==> config.mk <==
export PLATFORM = sky130hd
export DESIGN_NAME = anc_ctrl
export DESIGN_NICKNAME = d
export VERILOG_FILES = /design/src/core/anc_pkg.sv /design/src/core/anc_ctrl.sv
export VERILOG_INCLUDE_DIRS = /design/src /design/src/core
export SDC_FILE = /design/constraint.sdc
export NUM_CORES = 1
export LEC_CHECK = 0
export ABC_AREA = 1
export BUFFER_PORTS_ARGS = -buffer_cell sky130_fd_sc_hd__buf_4
export CAP_MARGIN = 25
export CORE_MARGIN = 1.5
export CORE_UTILIZATION = 43
export DETAILED_ROUTE_END_ITERATION = 10
export GPL_ROUTABILITY_DRIVEN = 0
export HOLD_SLACK_MARGIN = 0.05
export PLACE_DENSITY_LB_ADDON = 0.05
export SLEW_MARGIN = 0
export SYNTH_ARGS = -nofsm -noshare
export SYNTH_HDL_FRONTEND = slang
export SYNTH_SLANG_ARGS = --single-unit
export TNS_END_PERCENT = 100
==> constraint.sdc <==
create_clock -name sys_clk -period 7.6 [get_ports sys_clk]
set_input_delay 1.52 -clock sys_clk [delete_from_list [all_inputs] [get_ports sys_clk]]
set_output_delay 1.52 -clock sys_clk [all_outputs]
set_load 0.01 [all_outputs]
==> src/core/anc_regs.svh <==
// register offsets, field positions, reset values and timing counts
// assumes a 125 MHz sys_clk and an mdc sampled as a plain pin
`ifndef ANC_REGS_SVH
`define ANC_REGS_SVH
`define ANC_OFS_CTRL 5'h00
`define ANC_OFS_STAT 5'h01
`define ANC_OFS_ADV 5'h04
`define ANC_OFS_LPA 5'h05
`define ANC_OFS_EXP 5'h06
`define ANC_OFS_XSTAT 5'h10
`define ANC_OFS_XCTRL 5'h19
`define ANC_B_RESTART 9
`define ANC_B_DUPLEX 8
`define ANC_B_ANEN 12
`define ANC_B_SPEED 13
`define ANC_STAT_CONST 16'h7809
`define ANC_B_LINK 2
`define ANC_B_ANDONE 5
`define ANC_LPA_PD100 16'h0081
`define ANC_LPA_PD10 16'h0021
`define ANC_BREAK_MS 1500
`define ANC_CLK_KHZ 125000
`define ANC_BURST_US 16
`define ANC_BURST_CYC ((`ANC_BURST_US * `ANC_CLK_KHZ) / 1000)
`endif

==> src/core/anc_pkg.sv <==
// types shared by the negotiation control block
// assumes anc_regs.svh supplies all numeric constants
package anc_pkg;
    typedef enum logic [2:0] {
        AN_IDLE, AN_BREAK, AN_SEND, AN_DONE, AN_FORCED
    } anc_state_type;
    typedef struct packed {
        logic speed100;
        logic full_dup;
    } anc_mode_type;
    typedef struct packed {
        logic full_dup;
        logic col;
        logic link;
        logic tx_act;
        logic rx_act;
    } anc_led_type;
endpackage

==> src/core/anc_ctrl.sv <==
// negotiation control, mdio register slave and address/led straps
// assumes line-side receivers report link and page events on sys_clk;
// mdc and mdio_in are raw pins and are synchronised here
// Notes on behaviour
// - while enabled, bursts carry the current local advertisement value
// - speed/duplex summary bits valid only when disabled or complete
// - resolve priority: 100 full, 100 half, 10 full, 10 half
// - basic control enables, disables and restarts negotiation
// - with negotiation off, speed and duplex bits set the mode
// - with negotiation on, speed and duplex bits are ignored
// - status ability bits are constant ones, 100BASE-T4 reads zero
// - advertisement resets to all abilities; cleared bits leave bursts
// - partner register takes pages; parallel detect loads 0081h/0021h
// - expansion reports fault, next-page support, page received, able
// - parallel detect picks the technology whose link alone is good
// - parallel detect sets bit 5 or 7 and selector 00001
// - after parallel detect, partner-able reads zero, complete reads one
// - both links good at once sets the fault bit; no good link leaves it
// - writing restart after completion begins a fresh negotiation
// - loss of a negotiated link resumes negotiation
// - restart or enable silences pulses for the break timer, then bursts
// - from a forced reset, enable must be set, cleared, then set again
// - answers on one of 32 addresses chosen by straps
// - address straps latched into transceiver control bits 4:0
// - straps share duplex, col, link, tx, rx leds; speed has none
// - led drives high if strap low, low if strap high
// - enable and advert straps set advertisement bits 8:5
// - strapped address zero isolates; written zero does not
`include "anc_regs.svh"
module anc_ctrl #(
    parameter int BREAK_CYC = `ANC_BREAK_MS * `ANC_CLK_KHZ
) (
    input wire logic sys_clk, // 125 MHz
    input wire logic sys_rst, // async, active high
    input wire logic [4:0] address_strap, // strap pins, sampled at release
    input wire logic negotiation_enable_strap, // strap pin
    input wire logic advert_strap_high, // strap pin
    input wire logic advert_strap_low, // strap pin
    input wire logic mdc, // management clock pin
    input wire logic mdio_in, // management data pin level
    output logic mdio_out, // management data drive value
    output logic mdio_oe, // high while driving mdio
    input wire logic link100_ok, // 100 Mb/s receiver link good
    input wire logic link10_ok, // 10 Mb/s receiver link good
    input wire logic page_rx, // pulse: partner page received
    input wire logic [15:0] page_word, // received code word
    input wire logic led_col_src, // collision activity
    input wire logic led_tx_src, // transmit activity
    input wire logic led_rx_src, // receive activity
    output logic flp_send, // pulse: send one burst
    output logic [15:0] flp_word, // code word for the burst
    output logic tx_quiet, // halt data and pulses
    output anc_pkg::anc_mode_type op_mode, // operating mode
    output logic mode_valid, // op_mode may be trusted
    output logic isolate, // strapped isolate
    output anc_pkg::anc_led_type led_out, // strap-shared led pins
    output logic led_speed // high at 100 Mb/s
);
    anc_pkg::anc_state_type st_r;
    logic [15:0] ctrl_r, adv_r, lpa_r;
    logic [4:0] addr_r;
    logic [4:0] led_pol_r;
    logic strap_done_r, forced_boot_r, an_armed_r, an_prev_r;
    logic pd_fault_r, lp_able_r, lp_np_r, page_r;
    logic [31:0] tmr_r;
    logic [2:0] mdc_s, md_s;
    logic [5:0] bitcnt_r;
    logic [31:0] sh_r;
    logic [15:0] rd_r;
    logic restart_req, wr_stb, good_link;
    anc_pkg::anc_mode_type res_mode;

    function automatic anc_pkg::anc_mode_type resolve(
        input logic [15:0] a, input logic [15:0] b);
        logic [15:0] c;
        c = a & b;
        if (c[8]) resolve = '{1'b1, 1'b1};
        else if (c[7]) resolve = '{1'b1, 1'b0};
        else if (c[6]) resolve = '{1'b0, 1'b1};
        else resolve = '{1'b0, 1'b0};
    endfunction

    // straps caught on the first clock after release, never under reset
    always_ff @(posedge sys_clk or posedge sys_rst) begin
        if (sys_rst) begin
            strap_done_r <= 1'b0;
            addr_r <= 5'h00;
            led_pol_r <= 5'h00;
            forced_boot_r <= 1'b0;
            isolate <= 1'b0;
        end else if (!strap_done_r) begin
            strap_done_r <= 1'b1;
            addr_r <= address_strap;
            led_pol_r <= address_strap;
            forced_boot_r <= !negotiation_enable_strap;
            isolate <= (address_strap == 5'h00);
        end
    end

    // mdc and mdio pass two flops before any use
    always_ff @(posedge sys_clk or posedge sys_rst) begin
        if (sys_rst) begin
            mdc_s <= 3'h7; // idle high, so no false edge after reset
            md_s <= 3'h7;
        end else begin
            mdc_s <= {mdc_s[1:0], mdc};
            md_s <= {md_s[1:0], mdio_in};
        end
    end

    wire mdc_rise = mdc_s[1] & !mdc_s[2];
    wire mdc_fall = !mdc_s[1] & mdc_s[2];
    wire [4:0] f_phy = sh_r[26:22];
    wire [4:0] f_reg = sh_r[21:17];

    function automatic logic [15:0] reg_read(input logic [4:0] a);
        unique case (a)
            `ANC_OFS_CTRL: reg_read = ctrl_r;
            `ANC_OFS_STAT: reg_read = `ANC_STAT_CONST
                | {10'h000, st_r == anc_pkg::AN_DONE, 2'h0,
                   good_link, 2'h0};
            `ANC_OFS_ADV: reg_read = adv_r;
            `ANC_OFS_LPA: reg_read = lpa_r;
            `ANC_OFS_EXP: reg_read = {11'h000, pd_fault_r, lp_np_r,
                1'b0, page_r, lp_able_r};
            `ANC_OFS_XSTAT: reg_read = {13'h0000,
                mode_valid & op_mode.full_dup,
                mode_valid & !op_mode.speed100,
                1'b0};
            `ANC_OFS_XCTRL: reg_read = {11'h000, addr_r};
            default: reg_read = 16'h0000;
        endcase
    endfunction

    // mdio frame: preamble, 01, op, phy, reg, turnaround, 16 data bits
    // sampled on mdc rise; read data driven after mdc fall
    always_ff @(posedge sys_clk or posedge sys_rst) begin
        if (sys_rst) begin
            bitcnt_r <= 6'h00;
            sh_r <= 32'h0000_0000;
            rd_r <= 16'h0000;
            mdio_oe <= 1'b0;
            mdio_out <= 1'b0;
        end else if (mdc_rise) begin
            sh_r <= {sh_r[30:0], md_s[2]};
            if (bitcnt_r == 6'h00) begin
                if (sh_r[0] && !md_s[2]) bitcnt_r <= 6'h01;
            end else if (bitcnt_r == 6'h20) begin
                bitcnt_r <= 6'h00;
            end else begin
                bitcnt_r <= bitcnt_r + 6'h01;
            end
        end else if (mdc_fall) begin
            if (bitcnt_r == 6'h0E && sh_r[11:10] == 2'b10
                && sh_r[9:5] == addr_r) begin
                mdio_oe <= 1'b1;
                mdio_out <= 1'b0;
                rd_r <= reg_read(sh_r[4:0]);
            end else if (mdio_oe && bitcnt_r > 6'h0F
                         && bitcnt_r < 6'h20) begin
                mdio_out <= rd_r[15];
                rd_r <= {rd_r[14:0], 1'b0};
            end else if (bitcnt_r == 6'h00 || bitcnt_r == 6'h20) begin
                mdio_oe <= 1'b0;
            end
        end
    end

    // after 32 bits from the start pair, a write frame is complete
    assign wr_stb = mdc_rise && bitcnt_r == 6'h1F
        && sh_r[30:29] == 2'b01 && sh_r[28:27] == 2'b01
        && f_phy == addr_r;
    wire [15:0] wr_data = {sh_r[14:0], md_s[2]};
    wire [4:0] wr_reg = f_reg;
    wire [4:0] wr_phy = f_phy;
    wire wr_ok = wr_stb && wr_phy == addr_r;

    assign good_link = op_mode.speed100 ? link100_ok : link10_ok;

    // control and advertisement registers
    always_ff @(posedge sys_clk or posedge sys_rst) begin
        if (sys_rst) begin
            ctrl_r <= 16'h0000;
            adv_r <= 16'h01E1;
            an_prev_r <= 1'b0;
            an_armed_r <= 1'b0;
        end else begin
            an_prev_r <= ctrl_r[`ANC_B_ANEN];
            if (!strap_done_r) begin
                ctrl_r[`ANC_B_ANEN] <= negotiation_enable_strap;
                ctrl_r[`ANC_B_SPEED] <= advert_strap_high;
                ctrl_r[`ANC_B_DUPLEX] <= advert_strap_low;
                an_armed_r <= negotiation_enable_strap;
                if (negotiation_enable_strap) begin
                    unique case ({advert_strap_high, advert_strap_low})
                        2'b00: adv_r[8:5] <= 4'h3;
                        2'b01: adv_r[8:5] <= 4'hC;
                        2'b10: adv_r[8:5] <= 4'h5;
                        2'b11: adv_r[8:5] <= 4'hF;
                    endcase
                end
            end else begin
                // forced boot: clearing enable after it was set arms it
                if (an_prev_r && !ctrl_r[`ANC_B_ANEN])
                    an_armed_r <= 1'b1;
                if (restart_req)
                    ctrl_r[`ANC_B_RESTART] <= 1'b0;
                if (wr_ok && wr_reg == `ANC_OFS_CTRL)
                    ctrl_r <= wr_data;
                if (wr_ok && wr_reg == `ANC_OFS_ADV)
                    adv_r <= wr_data;
            end
        end
    end

    wire an_on = ctrl_r[`ANC_B_ANEN] && (an_armed_r || !forced_boot_r);
    assign restart_req = ctrl_r[`ANC_B_RESTART] && an_on;
    assign res_mode = resolve(adv_r, lpa_r);

    // negotiation sequencer
    always_ff @(posedge sys_clk or posedge sys_rst) begin
        if (sys_rst) begin
            st_r <= anc_pkg::AN_IDLE;
            tmr_r <= 32'h0000_0000;
            lpa_r <= 16'h0000;
            pd_fault_r <= 1'b0;
            lp_able_r <= 1'b0;
            lp_np_r <= 1'b0;
            page_r <= 1'b0;
            flp_send <= 1'b0;
            tx_quiet <= 1'b0;
            op_mode <= '{1'b0, 1'b0};
            mode_valid <= 1'b0;
        end else begin
            flp_send <= 1'b0;
            if (!an_on) begin
                st_r <= anc_pkg::AN_FORCED;
                tx_quiet <= 1'b0;
                op_mode <= '{ctrl_r[`ANC_B_SPEED],
                    ctrl_r[`ANC_B_DUPLEX]};
                mode_valid <= 1'b1;
            end else if (restart_req || st_r == anc_pkg::AN_FORCED
                         || st_r == anc_pkg::AN_IDLE) begin
                st_r <= anc_pkg::AN_BREAK;
                tmr_r <= 32'h0000_0000;
                tx_quiet <= 1'b1;
                mode_valid <= 1'b0;
            end else begin
                unique case (st_r)
                    anc_pkg::AN_BREAK: begin
                        if (tmr_r >= BREAK_CYC - 1) begin
                            st_r <= anc_pkg::AN_SEND;
                            tx_quiet <= 1'b0;
                            // first burst at once, before a fixed partner
                            // can finish parallel detection
                            tmr_r <= 32'(`ANC_BURST_CYC - 1);
                        end else tmr_r <= tmr_r + 32'h1;
                    end
                    anc_pkg::AN_SEND: begin
                        tmr_r <= tmr_r + 32'h1;
                        if (tmr_r >= `ANC_BURST_CYC - 1) begin
                            tmr_r <= 32'h0000_0000;
                            flp_send <= 1'b1;
                        end
                        if (page_rx) begin
                            lpa_r <= page_word;
                            page_r <= 1'b1;
                            lp_able_r <= 1'b1;
                            lp_np_r <= page_word[15];
                            st_r <= anc_pkg::AN_DONE;
                            op_mode <= resolve(adv_r, page_word);
                            mode_valid <= 1'b1;
                        end else if (link100_ok ^ link10_ok) begin
                            lpa_r <= link100_ok ? `ANC_LPA_PD100
                                : `ANC_LPA_PD10;
                            lp_able_r <= 1'b0;
                            st_r <= anc_pkg::AN_DONE;
                            op_mode <= '{link100_ok, 1'b0};
                            mode_valid <= 1'b1;
                        end else if (link100_ok && link10_ok) begin
                            pd_fault_r <= 1'b1;
                        end
                    end
                    anc_pkg::AN_DONE: begin
                        if (!good_link) begin
                            st_r <= anc_pkg::AN_SEND;
                            mode_valid <= 1'b0;
                            page_r <= 1'b0;
                        end
                    end
                    default: st_r <= anc_pkg::AN_IDLE;
                endcase
            end
        end
    end

    always_ff @(posedge sys_clk or posedge sys_rst) begin
        if (sys_rst) flp_word <= 16'h0000;
        else flp_word <= adv_r;
    end

    // leds drive against their strap
    always_ff @(posedge sys_clk or posedge sys_rst) begin
        if (sys_rst) begin
            led_out <= '0;
            led_speed <= 1'b0;
        end else begin
            led_out <= {op_mode.full_dup, led_col_src, good_link,
                led_tx_src, led_rx_src}
                ^ {led_pol_r[0], led_pol_r[1], led_pol_r[2],
                   led_pol_r[3], led_pol_r[4]};
            led_speed <= op_mode.speed100;
        end
    end

    a_fault_sets: assert property (@(posedge sys_clk) disable iff (sys_rst)
        st_r == anc_pkg::AN_SEND && an_on && !restart_req && !page_rx
        && link100_ok && link10_ok |=> pd_fault_r)
        else $error("fault not set");
    a_pd_lpa: assert property (@(posedge sys_clk) disable iff (sys_rst)
        $rose(st_r == anc_pkg::AN_DONE) && !lp_able_r
        |-> lpa_r == 16'h0081 || lpa_r == 16'h0021)
        else $error("bad pd partner word");
    a_quiet_break: assert property (@(posedge sys_clk) disable iff (sys_rst)
        st_r == anc_pkg::AN_BREAK |-> tx_quiet && !flp_send)
        else $error("pulses during break");
    a_forced_mode: assert property (@(posedge sys_clk) disable iff (sys_rst)
        !an_on && strap_done_r |=> op_mode.speed100
        == $past(ctrl_r[13]))
        else $error("forced speed wrong");
    a_word_adv: assert property (@(posedge sys_clk) disable iff (sys_rst)
        flp_send |-> flp_word == $past(adv_r))
        else $error("burst word stale");
    a_valid_gate: assert property (@(posedge sys_clk) disable iff (sys_rst)
        mode_valid |-> !an_on || st_r == anc_pkg::AN_DONE
        || $past(!an_on))
        else $error("mode valid too early");
    a_loss_resume: assert property (@(posedge sys_clk) disable iff (sys_rst)
        st_r == anc_pkg::AN_DONE && !good_link && an_on && !restart_req
        |=> st_r == anc_pkg::AN_SEND)
        else $error("no resume on loss");
    a_restart_brk: assert property (@(posedge sys_clk) disable iff (sys_rst)
        restart_req |=> st_r == anc_pkg::AN_BREAK ##1
        !ctrl_r[9])
        else $error("restart ignored");
    c_pd_done: cover property (@(posedge sys_clk)
        st_r == anc_pkg::AN_DONE && !lp_able_r);
    c_page_done: cover property (@(posedge sys_clk)
        st_r == anc_pkg::AN_DONE && lp_able_r);
    c_restart: cover property (@(posedge sys_clk) restart_req);
endmodule

==> flow_summary.json, run 1 <==
{
  "finalSetupViolations": 0,
  "drv_cap": 0,
  "antenna_cells": 0,
  "finalPower_mw": 2.330,
  "min_period_ns": 2.714,
  "seq_area_frac_synth": 0.5129,
  "multi_input_area_um2": 3776,
  "grt_setup_unrepaired": "false",
  "clk_path_buf_depth": 2,
  "die_area_um2": 21930,
  "clkSlewWorstSetupHoldPaths_ns": 0.07,
  "grt_pass1_vias": 6912,
  "setup_tns_ns": 0,
  "cts_tree": "done",
  "synth_area_um2": 9052,
  "n_fill_cell": 2004,
  "fin_ws_ns": 4.887,
  "most-common-layout-cells": "nand2_1, dfrtp_1, inv_1",
  "cts_resized": 0,
  "fmax_ghz": 0.3685,
  "status": "finished, final reports clean",
  "yosys_warnings": 0,
  "num_vias": 7194,
  "p_leak_nw": 4.961,
  "synth_top_area_frac": 0.4810,
  "htreeDepth": 4,
  "coreArea_um2": 20430,
  "rr_startpoint": "mdc_s[1]",
  "required_ns": 7.95,
  "worstReg2RegEnd": "bitcnt_r[3]",
  "synth_nets": 1145,
  "critPathKind": "in -> reg",
  "die_x_um": 148.1,
  "critPathLaunchType": "input port",
  "dieHeight_um": 148.1,
  "ys.flop_type": "dfrtp_1",
  "hold_buffers": 0,
  "async_reset_ff_frac": 1.000,
  "layout-drive-gt1-share": 0.1386,
  "fin_nets": 1199,
  "relSlewSlack": 0.4059,
  "cp-end-kind": "flip-flop",
  "routed_wl_mm": 22.35,
  "area_delta_synth_final_pct": 13.82,
  "ys_ff_latch": 185,
  "hold_start": "md_s[1]",
  "register_area_um2": 4643,
  "grt_pass1_wl_mm": 37.02,
  "rrSetupSlack_ns": 5.04,
  "drt-initial-drc-count": 457,
  "drt_pass1_iterations": 5,
  "antenna_found_initial": 0,
  "numCtsBuffers": 17,
  "synth_edf_count": 0,
  "rows": 52,
  "power_density_nw_per_um2": 226.1,
  "initial_utilization": 0.4431,
  "worstRegToRegCells": 8,
  "dp_hpwl_mm": 15.99,
  "root_buffer": "clkbuf_16",
  "post-route-period-util": 0.3570,
  "finalHoldViolCount": 0,
  "yosysTopAreaCell": "dfrtp_1",
  "crit_path_max_fanout": 15,
  "pre_cts_ws_ns": 4.377,
  "antenna_left": 0,
  "layout_commonest_cell": "nand2_1",
  "cts_sinks": 185,
  "cp_data_arrival_time_ns": 3.06,
  "grt_usage": 0.2154,
  "fin_worst_skew_ns": 0.009457,
  "viasPerCell": 4.999,
  "post_cts_buffers": 0,
  "wire_per_inst_um": 15.53,
  "slew_violations": 0,
  "ir_drop_mv": 0.1323,
  "yosysUniqueCellTypes": 44,
  "portBuffers": 63,
  "grt-ovfl-total": 0,
  "drc": 0,
  "placed_area_um2": 9699,
  "postSynthAreaPerCell_um2": 8.215,
  "hold_path_end": "md_s[2]",
  "netlist_top_cells_area": "dfrtp_1, nand2_1, inv_1",
  "ios": 64,
  "whs_path_depth": 0,
  "grt_max_degree": 116,
  "final_area_um2": 10300,
  "min_path_type": "reg -> reg",
  "syn_inst": 1102,
  "clk_latency_ns": 0.44,
  "worst_slew_pin_slew_ns": 0.8911
}
-- worst max-delay path, cell delays in order --
cell,delay [ns]
buf_4,0.12
ha_1,0.26
nor2_1,0.06
inv_1,0.11
nand4_4,0.26
nor2_4,0.38
inv_1,0.14
o21ai_0,0.19
-- routing by layer --
| metal | vias up | part of all wire | track usage |
|---|---|---|---|
| li1 | 3631 | - | - |
| met1 | 3413 | 0.52 | 0.3307 |
| met2 | 134 | 0.43 | 0.3185 |
| met3 | 16 | 0.037 | 0.03681 |
| met4 | 0 | 0.010 | 0.04703 |
| met5 | - | 0 | 0 |
-- cells by family after synthesis --
| family | Yosys count | share of synthesized area |
|---|---|---|
| AOI/OAI and AO/OA | 143 | 0.09288 |
| adders and majority gates | 9 | 0.01244 |
| xor gates and xnor gates | 30 | 0.02903 |
| other | 1 | 0.0004143 |
| and+or+nand+nor | 584 | 0.2824 |
| DFF | 185 | 0.5129 |
| buffers and inverters | 150 | 0.06994 |
-- through the flow --
stage	std cells	hold WS [ns]	utilization
2_1_floorplan	1102	0.3452	-
3_3_place_gp	1407	0.3457	0.4748
3_5_place_dp	1407	0.3472	0.4748
4_1_cts	1439	0.3577	0.5043
5_1_grt	1439	0.3612	0.5043
6_report	1439	0.3583	0.5043
-- synthesized netlist by cell type (2+ instances only) --
master	count
nand2_1	326
dfrtp_1	174
inv_1	114
nor2_1	108
nand3_1	79
o21ai_0	68
a21oi_1	24
xor2_1	23
nand4_1	22
o21ai_2	17
o21ai_1	13
clkbuf_1	11
dfstp_2	11
a22o_1	9
ha_1	9
buf_2	8
nor3_1	8
nand2_2	7
nor2_2	7
xnor2_1	7
buf_6	6
o211ai_1	6
inv_2	5
buf_4	4
nor3_2	4
nand3_2	3
nand3b_1	3
nor2_4	3
nor3b_1	3
clkinv_1	2
nand3_4	2
nor4_1	2
o22ai_1	2
or2_2	2
-- worst max-delay path by stage --
stage	end	start	slack, ns	cells past startpoint
2_1_floorplan	adv_r[10]	sys_rst	1.07	1
3_3_place_gp	sh_r[25]	sys_rst	4.37	3
3_5_place_dp	led_pol_r[0]	sys_rst	4.38	3
4_1_cts	led_pol_r[0]	sys_rst	4.85	3
5_1_grt	ctrl_r[2]	sys_rst	4.65	3
6_report	lpa_r[8]	link100_ok	4.89	8
-- flip-flops by register name, summed over array words and instances, names as in the netlist, 5 cells and up --
name	flops
adv_r	16
bitcnt_r	6
ctrl_r	16
flp_word	16
led_out	5
led_pol_r	5
lpa_r	16
rd_r	16
sh_r	31
tmr_r	32
-- area by class of cell --
cell class	count	share of cell area
timing repair buffer	64	0.04663
clock inverter	15	0.01736
clock buffer	17	0.04129
multi-input combinational	767	0.3665
sequential	185	0.4506
tap	270	0.03279
inverter	121	0.04481
-- where the power goes --
part / switching (mW) / internal (mW) / total (mW)
sequential: 0.0657 / 1.05 / 1.11
clock: 0.441 / 0.473 / 0.914
combinational: 0.203 / 0.0996 / 0.302
total: 0.709 / 1.62 / 2.33
No activity file was read; power rests on OpenSTA's default activity.
==> run 2, diff against run 1 <==
- clock period: 7.6 -> 2.5 ns (I/O delays scaled with it)
==> run 2 against run 1 <==
Effect of this change:
- hold slack got worse by 0.23 ns
- sequential cell count unchanged
- final cell count up 1.1%
- design area increased by 1.4%
- via count increased by 1.2%
- highest routed layer unchanged
- non-clock buffer count is 16 higher
- sequential share of layout area is 0.62 points lower
- worst setup slack got worse by 4.4 ns
==> flow_summary.json, run 2 (same netlist as run 1, synthesis figures left out) <==
{
  "cts_sinks": 185,
  "post-route-period-util": 0.8178,
  "ir_drop_mv": 0.4340,
  "root_buffer": "clkbuf_16",
  "die_x_um": 148.1,
  "power_density_nw_per_um2": 677.5,
  "grt_usage": 0.2250,
  "antenna_left": 0,
  "min_period_ns": 2.044,
  "relSlewSlack": 0.5003,
  "cts_resized": 0,
  "top_regs": "tmr_r x32, sh_r x31",
  "grt_setup_unrepaired": "false",
  "area_delta_synth_final_pct": 15.40,
  "drt-initial-drc-count": 494,
  "grt_pass1_wl_mm": 38.32,
  "largest_reg_flops": 32,
  "post_cts_buffers": 0,
  "routed_wl_mm": 23.16,
  "required_ns": 2.82,
  "cp-end-kind": "flip-flop",
  "grt-ovfl-total": 0,
  "rows": 52,
  "die_area_um2": 21930,
  "num_vias": 7282,
  "crit_path_max_fanout": 28,
  "antenna_found_initial": 0,
  "hold_buffers": 0,
  "worst_slew_pin_slew_ns": 0.7417,
  "drc": 0,
  "min_path_type": "in -> async",
  "wire_per_inst_um": 15.91,
  "n_fill_cell": 2000,
  "top_register": "tmr_r",
  "dieHeight_um": 148.1,
  "finalPower_mw": 7.077,
  "fin_worst_skew_ns": 0.01386,
  "drt_pass1_iterations": 5,
  "finalSetupViolations": 0,
  "viasPerCell": 5.005,
  "finalHoldViolCount": 0,
  "dp_cells": 1423,
  "grt_max_degree": 64,
  "numCtsBuffers": 17,
  "status": "finished, final reports clean",
  "layout_commonest_cell": "nand2_1",
  "slew_violations": 0,
  "layout-drive-gt1-share": 0.1502,
  "cts_tree": "done",
  "fmax_ghz": 0.4891,
  "grt_pass1_vias": 7114,
  "clk_latency_ns": 0.45,
  "register_area_um2": 4643,
  "drv_cap": 0,
  "antenna_cells": 0,
  "portBuffers": 63,
  "initial_utilization": 0.4431,
  "multi_input_area_um2": 3776,
  "dp_hpwl_mm": 17.07,
  "p_leak_nw": 5.037,
  "coreArea_um2": 20430,
  "ios": 64,
  "whs_ns": 0.1317,
  "most-common-layout-cells": "nand2_1, dfrtp_1, inv_1",
  "clkSlewWorstSetupHoldPaths_ns": 0.08,
  "critPathKind": "reg -> reg",
  "critPathLaunchType": "flip-flop",
  "cp_data_arrival_time_ns": 2.37,
  "clk_path_buf_depth": 2,
  "fin_nets": 1215,
  "htreeDepth": 4,
  "fin_cells": 1455
}
## run 2: report_power, final
group	switching [mW]	leakage, nW	total, mW	internal (mW)
sequential	0.197	2.43	3.38	3.19
combinational	0.638	2.32	0.971	0.332
clock	1.38	0.287	2.72	1.35
total	2.21	5.04	7.08	4.87
## run 2: path summary, 6_finish.rpt
check	start	end	slack [ns]	cells after the start
setup / recovery	bitcnt_r[1]	adv_r[12]	0.46	8
hold / removal	sys_rst	tmr_r[13]	0.13	2
setup reg to reg	bitcnt_r[1]	adv_r[12]	0.46	8
hold reg to reg	md_s[0]	md_s[1]	0.36	0
max in group asynchronous	sys_rst	mdc_s[0]	1.62	3
min in group sys_clk	mdc	mdc_s[0]	0.15	1
## run 2: final cells by class
| cell class | instances | area share |
|---|---|---|
| timing repair buffer | 80 | 0.06108 |
| clock buffer | 17 | 0.04072 |
| sequential | 185 | 0.4445 |
| tap | 270 | 0.03234 |
| multi-input combinational | 767 | 0.3615 |
| inverter | 121 | 0.04384 |
| clock inverter | 15 | 0.01605 |
## run 2: stage by stage
step           setup WS (ns)  setup TNS (ns)  utilization  cell area (µm²)
2_1_floorplan        -0.3695          -64.30            -             9056
3_3_place_gp          0.4308               0       0.4823             9853
3_5_place_dp          0.4119               0       0.4823             9853
4_1_cts               0.3999               0       0.5113            10450
5_1_grt               0.1926               0       0.5113            10450
6_report              0.4555               0       0.5113            10450
## run 2: critical path, stage by stage (launching register included)
cell and delay (ns):
dfrtp_1 0.39, ha_1 0.26, nand2_1 0.07, nor3_1 0.16, nand4_1 0.16, nor2_4 0.25, nand3_4 0.36, nand2_1 0.19
o21ai_2 0.06
## run 2: routing by layer
| layer | vias up | routed length (µm) | GRT usage | share of wire |
|---|---|---|---|---|
| li1 | 3669 | - | - | - |
| met1 | 3432 | 11710 | 0.3358 | 0.51 |
| met4 | 0 | 352 | 0.05941 | 0.015 |
| met3 | 27 | 935 | 0.04141 | 0.040 |
| met5 | - | 0 | 0 | 0 |
| met2 | 154 | 10160 | 0.3369 | 0.44 |
==> run 3, diff against run 2 <==
- clock period: 2.5 -> 2 ns (I/O delays scaled with it)
==> run 3 against run 2 <==
Effect of this change:
- worst setup slack got worse by 0.29 ns
- power grew 27%
- count of clock-buffer cells in the layout unchanged
- register-to-register slack lost 0.29 ns
- sequential share of layout area decreased by 1.1 points
- global-route usage is 0.72 points lower
- final cell count grew 1.6%
- routed wire length decreased by 0.99%
- sequential power is 25% higher
- hold slack worse by 0.0025 ns
- clock power up 27%
==> flow_summary.json, run 3 (same netlist as run 1, synthesis figures left out) <==
{
  "relSlewSlack": 0.5304,
  "worstRegToRegCells": 9,
  "cp-end-kind": "flip-flop",
  "most-common-layout-cells": "nand2_1, dfrtp_1, inv_1",
  "p_comb_frac": 0.145,
  "clk_latency_ns": 0.44,
  "rr_startpoint": "tmr_r[0]",
  "top_regs": "tmr_r x32, sh_r x31",
  "critPathKind": "reg -> reg",
  "initial_utilization": 0.4431,
  "startpoint": "tmr_r[0]",
  "drv_cap": 0,
  "ir_drop_mv": 0.6851,
  "routed_wl_mm": 22.93,
  "wire_per_inst_um": 15.50,
  "worst_slew_pin_slew_ns": 0.6970,
  "viasPerCell": 4.987,
  "n_fill_cell": 1982,
  "fin_nets": 1239,
  "required_ns": 2.37,
  "grt-ovfl-total": 0,
  "intPower_mw": 6.258,
  "post-route-period-util": 0.9188,
  "grt_usage": 0.2178,
  "grt_setup_unrepaired": "false",
  "crit_path_max_fanout": 4,
  "fin_worst_skew_ns": 0.01528,
  "numCtsBuffers": 17,
  "cts_tree": "done",
  "p_leak_nw": 5.179,
  "worstReg2RegEnd": "tmr_r[20]",
  "die_x_um": 148.1,
  "p_seq_frac": 0.470,
  "finalHoldViolCount": 0,
  "antenna_cells": 0,
  "drc": 0,
  "fmax_ghz": 0.5442,
  "dieHeight_um": 148.1,
  "power_density_nw_per_um2": 839.2,
  "crit_end": "tmr_r[20]",
  "p_switching_mw": 2.727,
  "clkSlewWorstSetupHoldPaths_ns": 0.08,
  "num_vias": 7376,
  "switching_share": 0.3035,
  "cts_sinks": 185,
  "grt_pass1_vias": 6894,
  "rrSetupSlack_ns": 0.16,
  "fin_ws_ns": 0.1623,
  "layout_commonest_cell": "nand2_1",
  "pre_cts_ws_ns": 0.1526,
  "drt_pass1_iterations": 5,
  "critPathLaunchType": "flip-flop",
  "grt_max_degree": 69,
  "coreArea_um2": 20430,
  "min_path_type": "in -> reg",
  "largest_reg_flops": 32,
  "clk_path_buf_depth": 2,
  "drt-initial-drc-count": 476,
  "rows": 52,
  "ios": 64,
  "status": "finished, final reports clean",
  "antenna_found_initial": 0,
  "root_buffer": "clkbuf_16",
  "area_delta_synth_final_pct": 18.26,
  "dp_hpwl_mm": 16.88,
  "htreeDepth": 4,
  "antenna_left": 0,
  "fin_util": 0.5240,
  "grt_pass1_wl_mm": 37.21,
  "finalSetupViolations": 0,
  "die_area_um2": 21930,
  "min_period_ns": 1.838,
  "clock_power_share": 0.385,
  "portBuffers": 63,
  "slew_violations": 0,
  "top_register": "tmr_r",
  "cp_data_arrival_time_ns": 2.20,
  "layout-drive-gt1-share": 0.1671
}
[run 3: cell types whose count changed in the layout (fill, tap and decap cells not counted), moves of 3 or more]
| cell | change |
|---|---|
| inv_8 | +3 |
| inv_6 | -3 |
| buf_4 | +18 |
| clkinv_8 | -3 |
| dlygate4sd3_1 | +3 |
[run 3: critical path: stages (launching register included)]
cell	delay, ns
dfrtp_1	0.40
ha_1	0.21
nand2_1	0.09
nor2_2	0.17
nand4_1	0.26
nor2_2	0.22
nand2_1	0.10
o21ai_1	0.15
nand2_1	0.07
nor2_1	0.09
[run 3: worst min-delay path by stage]
stage           startpoint         end  slack (ns)  cells after the start
6_report       led_col_src  led_out[3]        0.13                      2
5_1_grt        led_col_src  led_out[3]        0.11                      2
4_1_cts            mdio_in     md_s[0]        0.05                      1
3_5_place_dp       md_s[1]     md_s[2]        0.35                      0
3_3_place_gp       md_s[1]     md_s[2]        0.35                      0
2_1_floorplan      md_s[0]     md_s[1]        0.35                      0
[run 3: cell type report]
cell class / count / area, µm² / share of cell area
flip-flops and latches: 185 / 4643 / 0.4337
multi-input cells: 768 / 3824 / 0.3572
repair buffers: 103 / 843.3 / 0.07877
inverters: 121 / 457.9 / 0.04278
clock buffers: 17 / 425.4 / 0.03974
well taps: 270 / 337.8 / 0.03156
clock inverters: 15 / 173.9 / 0.01625
[run 3: routing by layer]
metal  vias up  global-route usage  share of wire
li1       3716                   -              -
met1      3488              0.3345           0.51
met2       158              0.3210           0.44
met3        14             0.03528          0.042
met4         0             0.05297         0.0087
met5         -                   0              0
[run 3: stage by stage]
step	hold WS, ns	TNS [ns]	instance area, µm²	total power, mW	instances
2_1_floorplan	0.3452	-135.83	9056	5.035	1102
3_3_place_gp	0.3459	0	10010	5.584	1442
3_5_place_dp	0.3472	0	10010	5.591	1442
4_1_cts	0.05101	0	10630	9.052	1476
5_1_grt	0.1141	0	10710	9.404	1479
6_report	0.1292	0	10710	8.984	1479
[run 3: power groups by stage]
| stage | Combinational [mW] | Sequential (mW) | Clock (mW) |
|---|---|---|---|
| after detailed placement | 1.29 | 4.30 | 0 |
| final | 1.30 | 4.23 | 3.46 |
| after floorplan | 0.795 | 4.24 | 0 |
| after CTS | 1.30 | 4.23 | 3.52 |
| after global placement | 1.29 | 4.29 | 0 |
| after global routing | 1.47 | 4.26 | 3.67 |
[run 3: repair_timing]
action | CTS | global route
setup endpoints to repair | 0 | 40
hold buffers | 2 | 1
endpoints found under the hold margin | 7 | 1
gates resized for setup | 0 | 7
setup buffers | 0 | 1
